<file path="config.mk">
export PLATFORM = sky130hd
export DESIGN_NAME = davi_integrator
export DESIGN_NICKNAME = d
export VERILOG_FILES = /design/src/davi_pkg.sv /design/src/davi_result_bank.sv /design/src/davi_integrator.sv
export SDC_FILE = /design/constraint.sdc
export NUM_CORES = 1
export LEC_CHECK = 0
export ABC_CLOCK_PERIOD_IN_PS = 8300
export BUFFER_PORTS_ARGS = -buffer_cell sky130_fd_sc_hd__clkbuf_2
export CAP_MARGIN = 30
export CORE_MARGIN = 3
export CORE_UTILIZATION = 45
export CTS_CLUSTER_DIAMETER = 150
export DETAILED_ROUTE_END_ITERATION = 10
export PLACE_DENSITY = 0.6
export SYNTH_ARGS = -nofsm -noshare
export SYNTH_HDL_FRONTEND = slang
export SYNTH_SLANG_ARGS = --single-unit
export TNS_END_PERCENT = 20
</file>
<file path="constraint.sdc">
create_clock -name ref_clk -period 8.3 [get_ports ref_clk]
set_clock_uncertainty 0.1 [all_clocks]
set_input_delay 2.075 -clock ref_clk [delete_from_list [all_inputs] [get_ports ref_clk]]
set_output_delay 2.075 -clock ref_clk [all_outputs]
set_load 0.02 [all_outputs]
</file>
<file path="src/davi_pkg.sv">
// Constants, address map and state type for the delta angle and
// delta velocity integrator.
// Assumes a single 250 MHz clock shared by every user of this package.
// Behaviour
// Velocity is halved trapezoid sum of acceleration
// Samples per result equal decimation setting plus one
// Internal sample rate runs at 2000 SPS
// Result is 32-bit, split high/low words
// Angle high word two's complement, range over 2^15
// Velocity high word: 400 m/s over 2^15
// Velocity low word holds extra resolution bits
// Y angle words at 0x28 and 0x2A
// Z angle words at 0x2C and 0x2E
// X velocity words at 0x30 and 0x32
// Y velocity words at 0x34 and 0x36
// 16-bit limits are 0x7FFF and 0x8000
// 32-bit limits are 0x7FFFFFFF and 0x80000000
// Host rescales by 2000 over measured rate
// Angle uses same trapezoid sum on gyro rate
// Angle full range is plus/minus 2160 degrees
// Both words of every axis update together
package davi_pkg;

    // Timing of the internal sample clock
    localparam int unsigned CLK_HZ         = 250_000_000;
    localparam int unsigned SAMPLE_SPS     = 2000;
    localparam int unsigned SAMPLE_DIV_CYC = CLK_HZ / SAMPLE_SPS;

    // Widths and counts
    localparam int ADDR_W = 7;
    localparam int WORD_W = 16;
    localparam int RES_W  = 32;
    localparam int DEC_W  = 16;
    localparam int NUM_CH = 4;
    localparam int IDX_W  = 3;

    // Register byte addresses, low word then high word per axis
    localparam logic [ADDR_W-1:0] ADDR_Y_ANG_LO = 7'h28;
    localparam logic [ADDR_W-1:0] ADDR_Y_ANG_HI = 7'h2A;
    localparam logic [ADDR_W-1:0] ADDR_Z_ANG_LO = 7'h2C;
    localparam logic [ADDR_W-1:0] ADDR_Z_ANG_HI = 7'h2E;
    localparam logic [ADDR_W-1:0] ADDR_X_SPD_LO = 7'h30;
    localparam logic [ADDR_W-1:0] ADDR_X_SPD_HI = 7'h32;
    localparam logic [ADDR_W-1:0] ADDR_Y_SPD_LO = 7'h34;
    localparam logic [ADDR_W-1:0] ADDR_Y_SPD_HI = 7'h36;
    // Bytes covered by the eight words, counted from the first
    localparam logic [ADDR_W-1:0] BANK_SPAN     = 7'h10;

    // Result limits and reset contents
    localparam logic [RES_W-1:0]  RES_MAX    = 32'h7FFFFFFF;
    localparam logic [RES_W-1:0]  RES_MIN    = 32'h80000000;
    localparam logic [WORD_W-1:0] WORD_RESET = 16'h0000;

    // The one-half of the trapezoid; the 1/fs part is the input scale
    localparam int SCALE_SHIFT = 1;

    // Integrator sequencing, Gray coded along prime -> run -> publish
    typedef enum logic [1:0] {
        ST_PRIME = 2'b00,
        ST_RUN   = 2'b01,
        ST_PUB   = 2'b11
    } davi_state_t;

endpackage

</file>
<file path="src/davi_result_bank.sv">
// Result word bank: eight 16-bit read-only result words.
// Assumes the integrator loads all words in one cycle and that reads
// come from the serial register unit on the same clock.
`timescale 1ns/100ps
module davi_result_bank #(
    parameter int DEPTH  = 8,
    parameter int WORD_W = 16,
    parameter int IDX_W  = 3
) (
    // Clock and reset
    input  wire logic                    ref_clk,
    input  wire logic                    resetn,
    // Parallel load of every word at once
    input  wire logic                    ld_en,
    input  wire logic [DEPTH*WORD_W-1:0] ld_data,
    // Read request and registered answer
    input  wire logic                    rd_en,
    input  wire logic                    rd_hit,
    input  wire logic [IDX_W-1:0]        rd_idx,
    output logic      [WORD_W-1:0]       rd_data
);

    // Stored words; no documented default, cleared for determinism
    logic [WORD_W-1:0] mem_r [DEPTH];
    // Registered read data
    logic [WORD_W-1:0] rd_data_r;

    // One load strobe for all words so no axis is ever split
    genvar i;
    for (i = 0; i < DEPTH; i++) begin : g_word
        always_ff @(posedge ref_clk) begin
            if (!resetn) begin
                mem_r[i] <= davi_pkg::WORD_RESET;
            end else if (ld_en) begin
                mem_r[i] <= ld_data[i*WORD_W +: WORD_W];
            end
        end
    end

    // Read returns the pre-load word on a same-cycle collision;
    // unmapped addresses read as zero
    always_ff @(posedge ref_clk) begin
        if (!resetn) begin
            rd_data_r <= davi_pkg::WORD_RESET;
        end else if (rd_en) begin
            rd_data_r <= rd_hit ? mem_r[rd_idx] : davi_pkg::WORD_RESET;
        end
    end

    assign rd_data = rd_data_r;

endmodule

</file>
<file path="src/davi_integrator.sv">
// Delta angle (y, z gyro) and delta velocity (x, y accel) integrators
// with their eight read-only result words.
// Assumes samples arrive from the sensor chain on ref_clk, valid on
// each sample tick, and reads come from the serial register unit.
`timescale 1ns/100ps
module davi_integrator #(
    parameter int          SAMPLE_W   = 24,
    parameter int          DEC_W      = davi_pkg::DEC_W,
    parameter int unsigned SAMPLE_DIV = davi_pkg::SAMPLE_DIV_CYC
) (
    // Clock and reset
    input  wire logic                       ref_clk,
    input  wire logic                       resetn,
    // Sample timing and decimation, from the configuration unit
    input  wire logic                       ext_sample_sel,
    input  wire logic                       ext_sample_tick,
    input  wire logic [DEC_W-1:0]           decimation_setting,
    // Sensor samples, two's complement, held between ticks
    input  wire logic signed [SAMPLE_W-1:0] gyro_y_rate,
    input  wire logic signed [SAMPLE_W-1:0] gyro_z_rate,
    input  wire logic signed [SAMPLE_W-1:0] accel_x,
    input  wire logic signed [SAMPLE_W-1:0] accel_y,
    // Register read port
    input  wire logic                       rd_en,
    input  wire logic [davi_pkg::ADDR_W-1:0] rd_addr,
    output logic                            rd_valid,
    output logic [davi_pkg::WORD_W-1:0]     rd_data,
    // New results published, toward the data-ready unit
    output logic                            result_update
);

    localparam int NUM_CH = davi_pkg::NUM_CH;
    localparam int WORD_W = davi_pkg::WORD_W;
    localparam int RES_W  = davi_pkg::RES_W;
    // Sum of up to 2^DEC_W pairs of samples never overflows this
    localparam int ACC_W  = SAMPLE_W + DEC_W + 2;
    localparam int DIV_W  = $clog2(SAMPLE_DIV);

    // Channel order: y angle, z angle, x velocity, y velocity
    logic signed [SAMPLE_W-1:0] smp [NUM_CH];
    assign smp[0] = gyro_y_rate;
    assign smp[1] = gyro_z_rate;
    assign smp[2] = accel_x;
    assign smp[3] = accel_y;

    // ---------------- Internal sample clock ----------------
    logic [DIV_W-1:0] div_r;      // Cycle count inside one sample
    logic [DIV_W-1:0] div_nxt;
    logic             int_tick_r; // One-cycle pulse per sample
    wire              div_wrap = (div_r == DIV_W'(SAMPLE_DIV - 1));

    assign div_nxt = div_wrap ? '0 : DIV_W'(div_r + 1'b1);

    // Free-running divider from the core clock
    always_ff @(posedge ref_clk) begin
        if (!resetn) begin
            div_r      <= '0;
            int_tick_r <= 1'b0;
        end else begin
            div_r      <= div_nxt;
            int_tick_r <= div_wrap;
        end
    end

    // External timing replaces the internal rate when selected
    wire run_tick = ext_sample_sel ? ext_sample_tick : int_tick_r;

    // ---------------- Sequencing ----------------
    davi_pkg::davi_state_t st_r;      // Current state
    davi_pkg::davi_state_t st_nxt;
    logic [DEC_W-1:0]      cnt_r;     // Samples taken so far in period
    logic [DEC_W-1:0]      cnt_nxt;
    logic [DEC_W-1:0]      dec_lat_r; // Setting held for this period
    logic [DEC_W-1:0]      dec_nxt;

    // Publish cycle restarts the period, so a tick there counts as
    // the first sample of the next one and is never lost
    wire             pub_now  = (st_r == davi_pkg::ST_PUB);
    wire             priming  = (st_r == davi_pkg::ST_PRIME);
    wire [DEC_W-1:0] base_cnt = pub_now ? '0 : cnt_r;
    wire [DEC_W-1:0] dec_cur  = (pub_now || priming) ? decimation_setting : dec_lat_r;
    wire             acc_tick = run_tick && !priming;
    wire             last_smp = (base_cnt == dec_cur);

    assign dec_nxt = dec_cur;

    // Next state and sample count
    always_comb begin
        st_nxt  = davi_pkg::ST_RUN;
        cnt_nxt = base_cnt;
        case (st_r)
            davi_pkg::ST_PRIME: begin
                // First sample only fills the previous-sample store
                st_nxt  = run_tick ? davi_pkg::ST_RUN : davi_pkg::ST_PRIME;
                cnt_nxt = '0;
            end
            davi_pkg::ST_RUN, davi_pkg::ST_PUB: begin
                if (acc_tick && last_smp) begin
                    st_nxt  = davi_pkg::ST_PUB;
                    cnt_nxt = '0;
                end else if (acc_tick) begin
                    cnt_nxt = DEC_W'(base_cnt + 1'b1);
                end
            end
            default: begin
                st_nxt  = davi_pkg::ST_PRIME;
                cnt_nxt = '0;
            end
        endcase
    end

    // State registers
    always_ff @(posedge ref_clk) begin
        if (!resetn) begin
            st_r      <= davi_pkg::ST_PRIME;
            cnt_r     <= '0;
            dec_lat_r <= '0;
        end else begin
            st_r      <= st_nxt;
            cnt_r     <= cnt_nxt;
            dec_lat_r <= dec_nxt;
        end
    end

    // ---------------- Per-channel trapezoid integrators ----------------
    logic signed [SAMPLE_W-1:0] prev_r   [NUM_CH]; // Previous sample
    logic signed [ACC_W-1:0]    acc_r    [NUM_CH]; // Running sum
    logic signed [ACC_W-1:0]    acc_nxt  [NUM_CH];
    logic signed [ACC_W-1:0]    pair_sum [NUM_CH]; // Current plus previous
    logic signed [ACC_W-1:0]    half_acc [NUM_CH]; // Sum times one half
    logic [RES_W-1:0]           res_word [NUM_CH]; // Saturated result
    logic [NUM_CH-1:0]          ovf_hi;            // Above positive limit
    logic [NUM_CH-1:0]          ovf_lo;            // Below negative limit
    logic [2*NUM_CH*WORD_W-1:0] ld_data;           // All eight words

    genvar c;
    for (c = 0; c < NUM_CH; c++) begin : g_ch
        // Gyro and accel channels share this sum
        assign pair_sum[c] = ACC_W'(smp[c]) + ACC_W'(prev_r[c]);
        assign acc_nxt[c]  = (pub_now ? ACC_W'(0) : acc_r[c])
                           + (acc_tick ? pair_sum[c] : ACC_W'(0));
        // The halving; 1/fs is carried by the input LSB weight
        assign half_acc[c] = acc_r[c] >>> davi_pkg::SCALE_SHIFT;
        assign ovf_hi[c]   = !half_acc[c][ACC_W-1] && (|half_acc[c][ACC_W-2:RES_W-1]);
        assign ovf_lo[c]   = half_acc[c][ACC_W-1] && !(&half_acc[c][ACC_W-2:RES_W-1]);
        // Clamp rather than wrap, so a huge motion never flips sign
        assign res_word[c] = ovf_hi[c] ? davi_pkg::RES_MAX :
                             ovf_lo[c] ? davi_pkg::RES_MIN :
                             half_acc[c][RES_W-1:0];
        // Low word keeps the fine bits, high word the coarse ones
        assign ld_data[(2*c)*WORD_W +: WORD_W]   = res_word[c][WORD_W-1:0];
        assign ld_data[(2*c+1)*WORD_W +: WORD_W] = res_word[c][RES_W-1:WORD_W];

        // Accumulator and previous-sample store
        always_ff @(posedge ref_clk) begin
            if (!resetn) begin
                prev_r[c] <= '0;
                acc_r[c]  <= '0;
            end else begin
                if (run_tick) begin
                    prev_r[c] <= smp[c];
                end
                acc_r[c] <= acc_nxt[c];
            end
        end
    end

    // ---------------- Register read and publish ----------------
    wire [davi_pkg::ADDR_W-1:0] rd_off = davi_pkg::ADDR_W'(rd_addr - davi_pkg::ADDR_Y_ANG_LO);
    // Offset wraps high below the base, so one compare covers both ends
    wire                        rd_hit = (rd_off < davi_pkg::BANK_SPAN);
    wire [davi_pkg::IDX_W-1:0]  rd_idx = rd_off[davi_pkg::IDX_W:1];

    logic rd_valid_r;       // Read answer strobe
    logic result_update_r;  // Publish strobe

    // Strobes follow their cause by one cycle
    always_ff @(posedge ref_clk) begin
        if (!resetn) begin
            rd_valid_r      <= 1'b0;
            result_update_r <= 1'b0;
        end else begin
            rd_valid_r      <= rd_en;
            result_update_r <= pub_now;
        end
    end

    assign rd_valid      = rd_valid_r;
    assign result_update = result_update_r;

    // Word bank loads every axis in the same cycle
    davi_result_bank #(
        .DEPTH  (2 * NUM_CH),
        .WORD_W (WORD_W),
        .IDX_W  (davi_pkg::IDX_W)
    ) u_bank (
        .ref_clk (ref_clk),
        .resetn  (resetn),
        .ld_en   (pub_now),
        .ld_data (ld_data),
        .rd_en   (rd_en),
        .rd_hit  (rd_hit),
        .rd_idx  (rd_idx),
        .rd_data (rd_data)
    );

    // Samples summed since the last publish
    logic [DEC_W:0]   smp_seen_r;
    // Cycles since the last internal tick
    logic [DIV_W:0]   gap_r;
    logic             tick_seen_r;

    always_ff @(posedge ref_clk) begin
        if (!resetn) begin
            smp_seen_r  <= '0;
            gap_r       <= '0;
            tick_seen_r <= 1'b0;
        end else begin
            smp_seen_r  <= (pub_now ? '0 : smp_seen_r) + (DEC_W+1)'(acc_tick);
            gap_r       <= int_tick_r ? '0 : (DIV_W+1)'(gap_r + 1'b1);
            tick_seen_r <= tick_seen_r || int_tick_r;
        end
    end
endmodule

</file>
==> results.toml, run 1 <==
[routing]
wire_per_inst_microns = 16.9
drc_errors = 0
drt_wl_total_mm = 76.0
first_pass_iters = 5
vias_per_cell = 5.43
drtIter0Drc = 1512
vias = 24400
detail-route-antenna-nets = 0

[clock_network]
clk_latency_ns = 0.63
cts_buffers = 55
cts_setup_buffers = 0
cts_buffer_depth = 3
ctsHoldBuffers = 0
h-tree-depth = 2
cts_tree = "yes"
cts.sinks = 462
cts_resized = 0
clk_pin_slew_worst_paths_ns = 0.06
root_buffer = "clkbuf_16"

[critical_path]
endpoint_kind = "register"
worst-setup-path-type = "in -> reg"
rrSetupSlack_ns = 2.23
required_ns = 8.69
start_kind = "input pin"
cp_max_fo = 7
worstPathArrival_ns = 7.63

[yosys]
synth_fp_nets = 3873
yosys.cell_types.count = 88
ys_async_sr_fraction_pct = 0
synth_edf_count = 224
yosysSeqAreaShare_pct = 37.3
ys.flop_type = "dfxtp_1"
ys_ff_latch = 462
synth_area_sq_um = 30800
syn_inst = 3484
yosys_warnings = 0
synth_area_per_cell_sq_um = 8.84

[floorplanning]
coreArea_sq_um = 67500
fp.dieArea_sq_um = 71700
die_h_microns = 268
ios = 142
initial_core_util_pct = 45.6
rows = 95
fp.dieW_microns = 268

[run]
cap_violations = 0

[power]
leakagePower_uw = 0.0147
intPower_uw = 4410
power_switching_uw = 1660
ir_worst_vdd_mv = 0.146
pwr-share-clk_pct = 42.2
pwr-share-seq_pct = 41.8
p_comb_share_pct = 16.0
p_per_area_nw_per_um2 = 176
switching_share_pct = 27.4

[sta]
slew_violations = 0
hold_viol_final = 0
rsz0062_at_grt = "no"
fin_crit_sh_pct = 87.2
worst_pin_slew_ns = 0.976
whs_ns = 0.347
setup_viol = 0
maxSlewHeadroom_pct = 34.8
tns_ns = 0
timing.fmax_ghz = 0.138
period_minus_slack_ns = 7.24

[final_layout]
fin_nets = 3974
fillCellCount = 6415
fin_cells = 4506
area_delta_synth_final_pct = 11.6
drive_gt1_share_pct = 9.39
finalInstanceArea_sq_um = 34400

[placed_design]
dp.cells = 4401
place_hpwl_mm = 55.1
place_area_sq_um = 32500
port_buffers = 140
gp_congestion = 0.864

[global_routing]
grt_usage_pct = 21.2
grt_pass1_wl_mm = 123
grt_max_degree = 97
grt_pass1_vias = 23600
grt_antenna_before_repair = 3
overflow = 0

[hold_path]
min_path_type = "reg -> reg"

[status]
status = "finished clean"
[worst max-delay path, cell delays in order]
cell and delay, ns:
clkbuf_2 0.09, ha_1 0.29, a21o_1 0.19, a21o_1 0.20, a2111oi_0 0.66, o31ai_1 0.20, a211oi_1 0.37, o31a_1 0.22
o21ai_0 0.17, o21ai_0 0.25, xor2_1 0.17, nor2_1 0.06, ha_1 0.40, a21oi_1 0.15, o21ai_0 0.09, a21oi_1 0.15
o21ai_0 0.08, a211oi_1 0.34, nor2b_1 0.09, a211o_1 0.33, a2111oi_0 0.60, o21bai_1 0.20, nand4_1 0.13, o211ai_1 0.11
[per-stage QoR]
step                total power, uW  util [%]  worst slack [ns]
floorplan                      3300         -             0.971
global placement               3550      48.1             0.495
detailed placement             3550      48.1             0.498
CTS                            6140      51.0              1.14
global route                   6360      51.0             0.585
finish                         6070      51.0              1.06
[area by class of cell]
cell class	instances	area (sq um)	share of cell area, %
timing repair buffer	169	963	2.80
antenna	1	2.50	0.00727
clock inverter	32	393	1.14
multi-input combinational	2787	18500	53.8
clock buffer	72	1530	4.46
inverter	110	419	1.22
sequential	462	11500	33.4
tap	873	1090	3.17
[metal layers]
layer / wire length (microns) / up-vias / track usage, %
li1: - / 12600 / -
met1: 36100 / 11400 / 28.8
met2: 35300 / 366 / 36.0
met3: 3020 / 92 / 2.49
met4: 1560 / 0 / 5.17
met5: 0 / - / 0
[power by group through the flow]
stage	registers (uW)	clock network, uW	logic, uW
floorplan	2570	0	732
global placement	2580	0	964
detailed placement	2580	0	969
CTS	2540	2630	978
global route	2540	2710	1110
finish	2530	2560	972
[final timing paths]
path / startpoint / to / cells after the start
worst max-delay path: accel_x[1] / acc_r[2][38] / 24
worst min-delay path: div_r[0] / div_r[0] / 1
worst min register to register: div_r[0] / div_r[0] / 1
worst max register to register: prev_r[2][1] / acc_r[2][38] / 23
[state kept, by name (all words and copies together), names as in the netlist]
register / flops
st_r: 2
cnt_r: 16
acc_r: 168
u_bank.mem_r: 128
int_tick_r: 1
u_bank.rd_data: 16
rd_valid: 1
dec_lat_r: 16
div_r: 17
prev_r: 96
result_update: 1
[placed cells by master (no fill, tap or decap), types with 18 or more instances in the layout]
cell	n
a211oi_1	27
a21o_1	100
a21oi_1	229
a31oi_1	25
and2_1	118
and3_1	35
buf_4	26
clkbuf_16	57
clkbuf_2	140
dfxtp_1	238
edfxtp_1	224
ha_1	256
inv_1	107
mux2i_1	38
mux4_2	32
nand2_1	136
nand2b_1	60
nand3_1	60
nand4_1	30
nor2_1	636
nor2b_1	212
nor3_1	94
nor4_1	23
o211ai_1	18
o21a_1	39
o21ai_0	145
o21bai_1	29
or3_1	31
xnor2_1	109
xor2_1	97
[Yosys cell counts (all sizes together) (30+ instances only)]
cell type,instances,area (sq um)
and3,35,219
inv,108,405
a21o,100,751
nand4,30,188
nand2,137,514
and2,118,738
mux2i,39,390
or3,32,205
mux4,32,721
nand2b,61,382
edfxtp,224,6730
xnor2,109,955
o21a,39,293
ha,257,3220
clkbuf,109,409
dfxtp,238,4760
nor2b,212,1330
o21ai,154,775
nand3,60,300
xor2,97,850
nor2,639,2400
a21oi,230,1150
nor3,94,470
[kinds of logic (layout without fill, tap and decap cells)]
group                      count (synthesis)  count (layout)  share of synthesized area, %
and+or+nand+nor                         1492            1492                          23.6
AOI/OAI and AO/OA                        749             749                          15.6
DFF                                      462             462                          37.3
adders and majority gates                266             266                          11.0
buffers and inverters                    235             383                          2.93
xor gates and xnor gates                 206             206                          5.85
muxes                                     74              74                          3.72
other                                      0               1                             0
Note: power is estimated with default switching activity, not from simulation.
==> run 2, diff against run 1 <==
--- a/config.mk
+++ b/config.mk
@@ -12,7 +12,9 @@
 export CORE_UTILIZATION = 45
 export CTS_CLUSTER_DIAMETER = 150
 export DETAILED_ROUTE_END_ITERATION = 10
+export MAX_ROUTING_LAYER = met4
 export PLACE_DENSITY = 0.6
+export SLEW_MARGIN = 20
 export SYNTH_ARGS = -nofsm -noshare
 export SYNTH_HDL_FRONTEND = slang
 export SYNTH_SLANG_ARGS = --single-unit
==> run 2 against run 1 <==
  * Cell count about the same
  * Sequential cell count unchanged
  * Sequential power hardly changed
  * Register-to-register slack got worse by 0.04 ns
  * First-iteration DRC count shrank 2.9%
  * Die area unchanged
  * Count of clock-buffer cells in the layout down 4
  * Combinational power about the same
  * Utilization decreased by 0.18 points
==> results.toml, run 2 (synthesis results as in run 1) <==
[final_layout]
layout_common_cells = "636 x nor2_1, 256 x ha_1, 238 x dfxtp_1"
fin_cells = 4507
area_delta_synth_final_pct = 11.2
layout_commonest_cell = "nor2_1"
drive_gt1_share_pct = 9.28
top_register = "acc_r"
largest_reg_flops = 168
seqCellArea_sq_um = 11500
fillCellCount = 6438
multiInputGateArea_sq_um = 18500
fin_nets = 3975
finalCoreUtilization_pct = 50.8
top_regs = "acc_r (168), u_bank.mem_r (128), prev_r (96)"

[global_routing]
grt_pass1_wl_mm = 123
grt_usage_pct = 21.9
grt_max_degree = 97
grt_antenna_before_repair = 3
grt_pass1_vias = 23600
overflow = 0

[run]
cap_violations = 0

[sta]
setup_viol = 0
hold_viol_final = 0
worst_pin_slew_ns = 0.935
period_minus_slack_ns = 7.28
tns_ns = 0
slew_violations = 0
fin_crit_sh_pct = 87.7
timing.fmax_ghz = 0.137
maxSlewHeadroom_pct = 37.7
rsz0062_at_grt = "no"

[clock_network]
clk_pin_slew_worst_paths_ns = 0.06
cts_tree = "yes"
cts_resized = 0
cts.sinks = 462
cts_setup_buffers = 0
h-tree-depth = 2
clk_latency_ns = 0.62
ctsHoldBuffers = 0
cts_buffers = 55
cts_buffer_depth = 3
root_buffer = "clkbuf_16"

[routing]
first_pass_iters = 5
drtIter0Drc = 1468
drc_errors = 0
drt_wl_total_mm = 76.2
vias_per_cell = 5.44
wire_per_inst_microns = 16.9
detail-route-antenna-nets = 0
vias = 24500

[power]
ir_worst_vdd_mv = 0.155
pwr-share-clk_pct = 40.8
intPower_uw = 4280
power_switching_uw = 1650
leakagePower_uw = 0.0147
p_comb_share_pct = 16.4
pwr-share-seq_pct = 42.8
p_per_area_nw_per_um2 = 173
switching_share_pct = 27.8

[hold_path]
min_path_type = "reg -> reg"
min-delay-start = "div_r[0]"

[critical_path]
required_ns = 8.74
rr_startpoint = "prev_r[1][1]"
reg2reg_depth = 24
worstPathArrival_ns = 7.72
critical-path-top-delay-family = "compound AO/OA/AOI/OAI gates"
r2r_end = "acc_r[1][41]"
start_kind = "input pin"
endpoint_kind = "register"
crit_top_cell = "a21oi_1"
rrSetupSlack_ns = 2.19
cp_max_fo = 6
cp_num_cells = 25
endpoint = "acc_r[1][41]"
slowest_stage = "o41ai_1"
cpPeakStageDelay_ns = 0.53
critical_path.startpoint = "gyro_z_rate[1]"
worst-path-buf-inv = 2
worst-setup-path-type = "in -> reg"

[placed_design]
place_hpwl_mm = 55.2
dp.cells = 4401
gp_congestion = 0.878
port_buffers = 140

[status]
status = "finished clean"

[floorplanning]
initial_core_util_pct = 45.6
rows = 95
fp.dieArea_sq_um = 71700
fp.dieW_microns = 268
ios = 142
die_h_microns = 268
coreArea_sq_um = 67500
-- run 2: worst register-to-register path: cells and delay by family, from the launching register on --
kind | cells | cell delay (ns)
compound gates | 17 | 4.16
xor+xnor | 1 | 0.17
fa+ha+maj | 2 | 0.66
buf+inv | 1 | 0.19
flops | 1 | 0.39
simple gates | 3 | 0.40
-- run 2: power groups by stage --
stage	clock network, uW	registers [uW]	logic (uW)
after floorplan	0	2570	732
after global placement	0	2580	964
after detailed placement	0	2580	969
after CTS	2490	2540	977
after global routing	2570	2540	1100
final	2420	2530	970
-- run 2: cell type report --
type	instances	area share (%)
Tap cell	873	3.19
Antenna cell	1	0.00730
Clock inverter	36	0.909
Sequential cell	462	33.5
Timing Repair Buffer	170	2.82
Multi-Input combinational cell	2787	54.0
Clock buffer	68	4.34
Inverter	110	1.22
-- run 2: how the worst min path moves through the flow --
stage	endpoint	slack (ns)	depth (start not counted)
2_1_floorplan	div_r[0]	0.32	1
3_3_place_gp	div_r[0]	0.33	1
3_5_place_dp	div_r[0]	0.34	1
4_1_cts	div_r[0]	0.35	1
5_1_grt	div_r[0]	0.39	1
6_report	div_r[0]	0.35	1
-- run 2: routing by layer --
metal	routed length [microns]	GRT usage [%]
met5	0	-
met4	1510	4.63
met3	3290	2.98
met2	35500	36.2
met1	35900	28.8
-- run 2: stage by stage --
step	setup slack [ns]	instance area (sq um)	total power [uW]	hold WS, ns
floorplan	0.971	30800	3300	0.318
global placement	0.495	32400	3550	0.331
detailed placement	0.488	32500	3550	0.341
CTS	1.12	34300	6000	0.354
global route	0.577	34300	6220	0.389
finish	1.02	34300	5920	0.353
==> run 3, diff against run 2 <==
--- a/config.mk
+++ b/config.mk
@@ -12,6 +12,7 @@
 export CORE_UTILIZATION = 45
 export CTS_CLUSTER_DIAMETER = 150
 export DETAILED_ROUTE_END_ITERATION = 10
+export GPL_TIMING_DRIVEN = 0
 export MAX_ROUTING_LAYER = met4
 export PLACE_DENSITY = 0.6
 export SLEW_MARGIN = 20
==> constraint.sdc (replaced) <==
create_clock -name ref_clk -period 8.3 [get_ports ref_clk]
set_clock_uncertainty 0.1 [all_clocks]
set_input_delay 2.075 -clock ref_clk [delete_from_list [all_inputs] [get_ports ref_clk]]
set_output_delay 2.075 -clock ref_clk [all_outputs]
set_load 0.005 [all_outputs]
==> run 3 against run 2 <==
  * Die area stayed put
  * Largest cell class unchanged
  * Hold slack better by 0.0035 ns
  * Highest routed layer unchanged
  * Wire length is 16% higher
  * Total power is 3.4% higher
  * Utilization is 0.73 points higher
==> results.toml, run 3 (synthesis results as in run 1) <==
[status]
status = "finished clean"

[clock_network]
ctsHoldBuffers = 0
h-tree-depth = 2
clk_pin_slew_worst_paths_ns = 0.06
cts_buffer_depth = 3
cts.sinks = 462
clk_latency_ns = 0.62
cts_buffers = 55
cts_tree = "yes"
root_buffer = "clkbuf_16"

[sta]
timing.fmax_ghz = 0.124
setup_ws_ns = 0.236
fin_crit_sh_pct = 97.2
setup_viol = 0
period_minus_slack_ns = 8.06
hold_viol_final = 0
maxSlewHeadroom_pct = 31.5
worst_pin_slew_ns = 1.03
slew_violations = 0
rsz0062_at_grt = "no"

[global_routing]
overflow = 0
grt_usage_pct = 25.0
grt_max_degree = 59
grt_antenna_before_repair = 5
grt_pass1_wl_mm = 135
grt_pass1_vias = 24100

[routing]
vias = 25500
drt_wl_total_mm = 88.2
detail-route-antenna-nets = 0
first_pass_iters = 5
wire_per_inst_microns = 19.1
drc_errors = 0
drtIter0Drc = 1969
vias_per_cell = 5.54

[final_layout]
top_regs = "acc_r (168), u_bank.mem_r (128), prev_r (96)"
layout_common_cells = "637 x nor2_1, 257 x ha_1, 238 x dfxtp_1"
fin_nets = 4079
fillCellCount = 6469
finalCoreUtilization_pct = 51.5
layout_commonest_cell = "nor2_1"
largest_reg_flops = 168
top_register = "acc_r"
area_delta_synth_final_pct = 12.8
drive_gt1_share_pct = 8.99

[placed_design]
place_hpwl_mm = 66.8
port_buffers = 139
gp_congestion = 0.960
place_ws_ns = 0.164

[floorplanning]
fp.dieW_microns = 268
initial_core_util_pct = 45.6
ios = 142
fp.dieArea_sq_um = 71700
rows = 95
coreArea_sq_um = 67500
die_h_microns = 268

[critical_path]
endpoint_kind = "register"
start_kind = "register"
worstPathArrival_ns = 8.49
cp_max_fo = 10
worst-setup-path-type = "reg -> reg"
required_ns = 8.72

[hold_path]
min_path_type = "reg -> reg"

[power]
p_per_area_nw_per_um2 = 176
leakagePower_uw = 0.0149
ir_worst_vdd_mv = 0.182

[run]
cap_violations = 0
==> run 3: changes by cell type in the layout (fill, tap and decap cells not counted), moves of 5 or more <==
cell	delta
clkbuf_1	+91
buf_6	+5
buf_1	+8
clkbuf_2	+13
buf_4	-26
buf_2	+6
==> run 3: worst paths after layout <==
kind              startpoint            to  slack (ns)  cells after the start
hold / removal      div_r[0]      div_r[0]        0.36                      1
hold reg to reg     div_r[0]      div_r[0]        0.36                      1
setup reg to reg     st_r[0]  acc_r[0][40]        0.24                     22
setup / recovery     st_r[0]  acc_r[0][40]        0.24                     22
==> run 3: layout make-up <==
cell class	count	area (sq um)	share of cell area, %
multi-input combinational	2787	18500	53.1
antenna	3	7.51	0.0216
timing repair buffer	149	877	2.52
inverter	110	414	1.19
clock buffer	66	1510	4.35
sequential	462	11500	33.0
buffer	125	509	1.46
clock inverter	37	414	1.19
tap	873	1090	3.14
==> run 3: per-layer routing <==
metal	GRT usage (%)	vias up	routed length (microns)
met1	32.6	12000	40200
met2	40.3	618	40700
met5	-	-	0
met4	8.25	0	2720
li1	-	12800	-
met3	3.34	125	4590
==> run 3: power by group <==
part           internal, uW  switching (uW)  leakage (uW)
Clock                  1550            1040      0.000939
Combinational           392             607       0.00969
Sequential             2490            47.7       0.00422
Total                  4430            1700        0.0149
==> run 3: repair_timing <==
item | 4_1_cts | 5_1_grt
setup buffers | 0 | 0
gates resized for setup | 0 | 4
endpoints found under the setup margin | 0 | 11
==> run 3: metrics by stage <==
step,instance area [sq um],total power (uW),hold WS (ns),setup TNS (ns),cells
5_1_grt,34800,6390,0.379,0,4612
3_5_place_dp,32800,3570,0.348,0,4505
2_1_floorplan,30800,3300,0.318,0,3484
4_1_cts,34700,6180,0.360,0,4608
3_3_place_gp,32600,3570,0.328,-205.78,4496
6_report,34800,6120,0.357,0,4612
==> run 3: worst max-delay path, stage by stage, from the launching register on <==
cell and delay, ns:
dfxtp_1 0.36, ha_1 0.47, clkbuf_1 0.70, clkbuf_1 0.59, clkbuf_2 0.46, clkbuf_1 0.49, clkbuf_1 0.76, clkbuf_1 0.52
nor2b_1 0.11, ha_1 0.25, inv_1 0.07, fa_1 0.18, nor2b_1 0.07, o31ai_1 0.47, a21oi_1 0.21, a211oi_2 0.44
a211oi_1 0.22, o21ai_1 0.28, a211oi_1 0.18, o41ai_1 0.53, a21boi_1 0.16, o21a_1 0.19, nor3_1 0.17
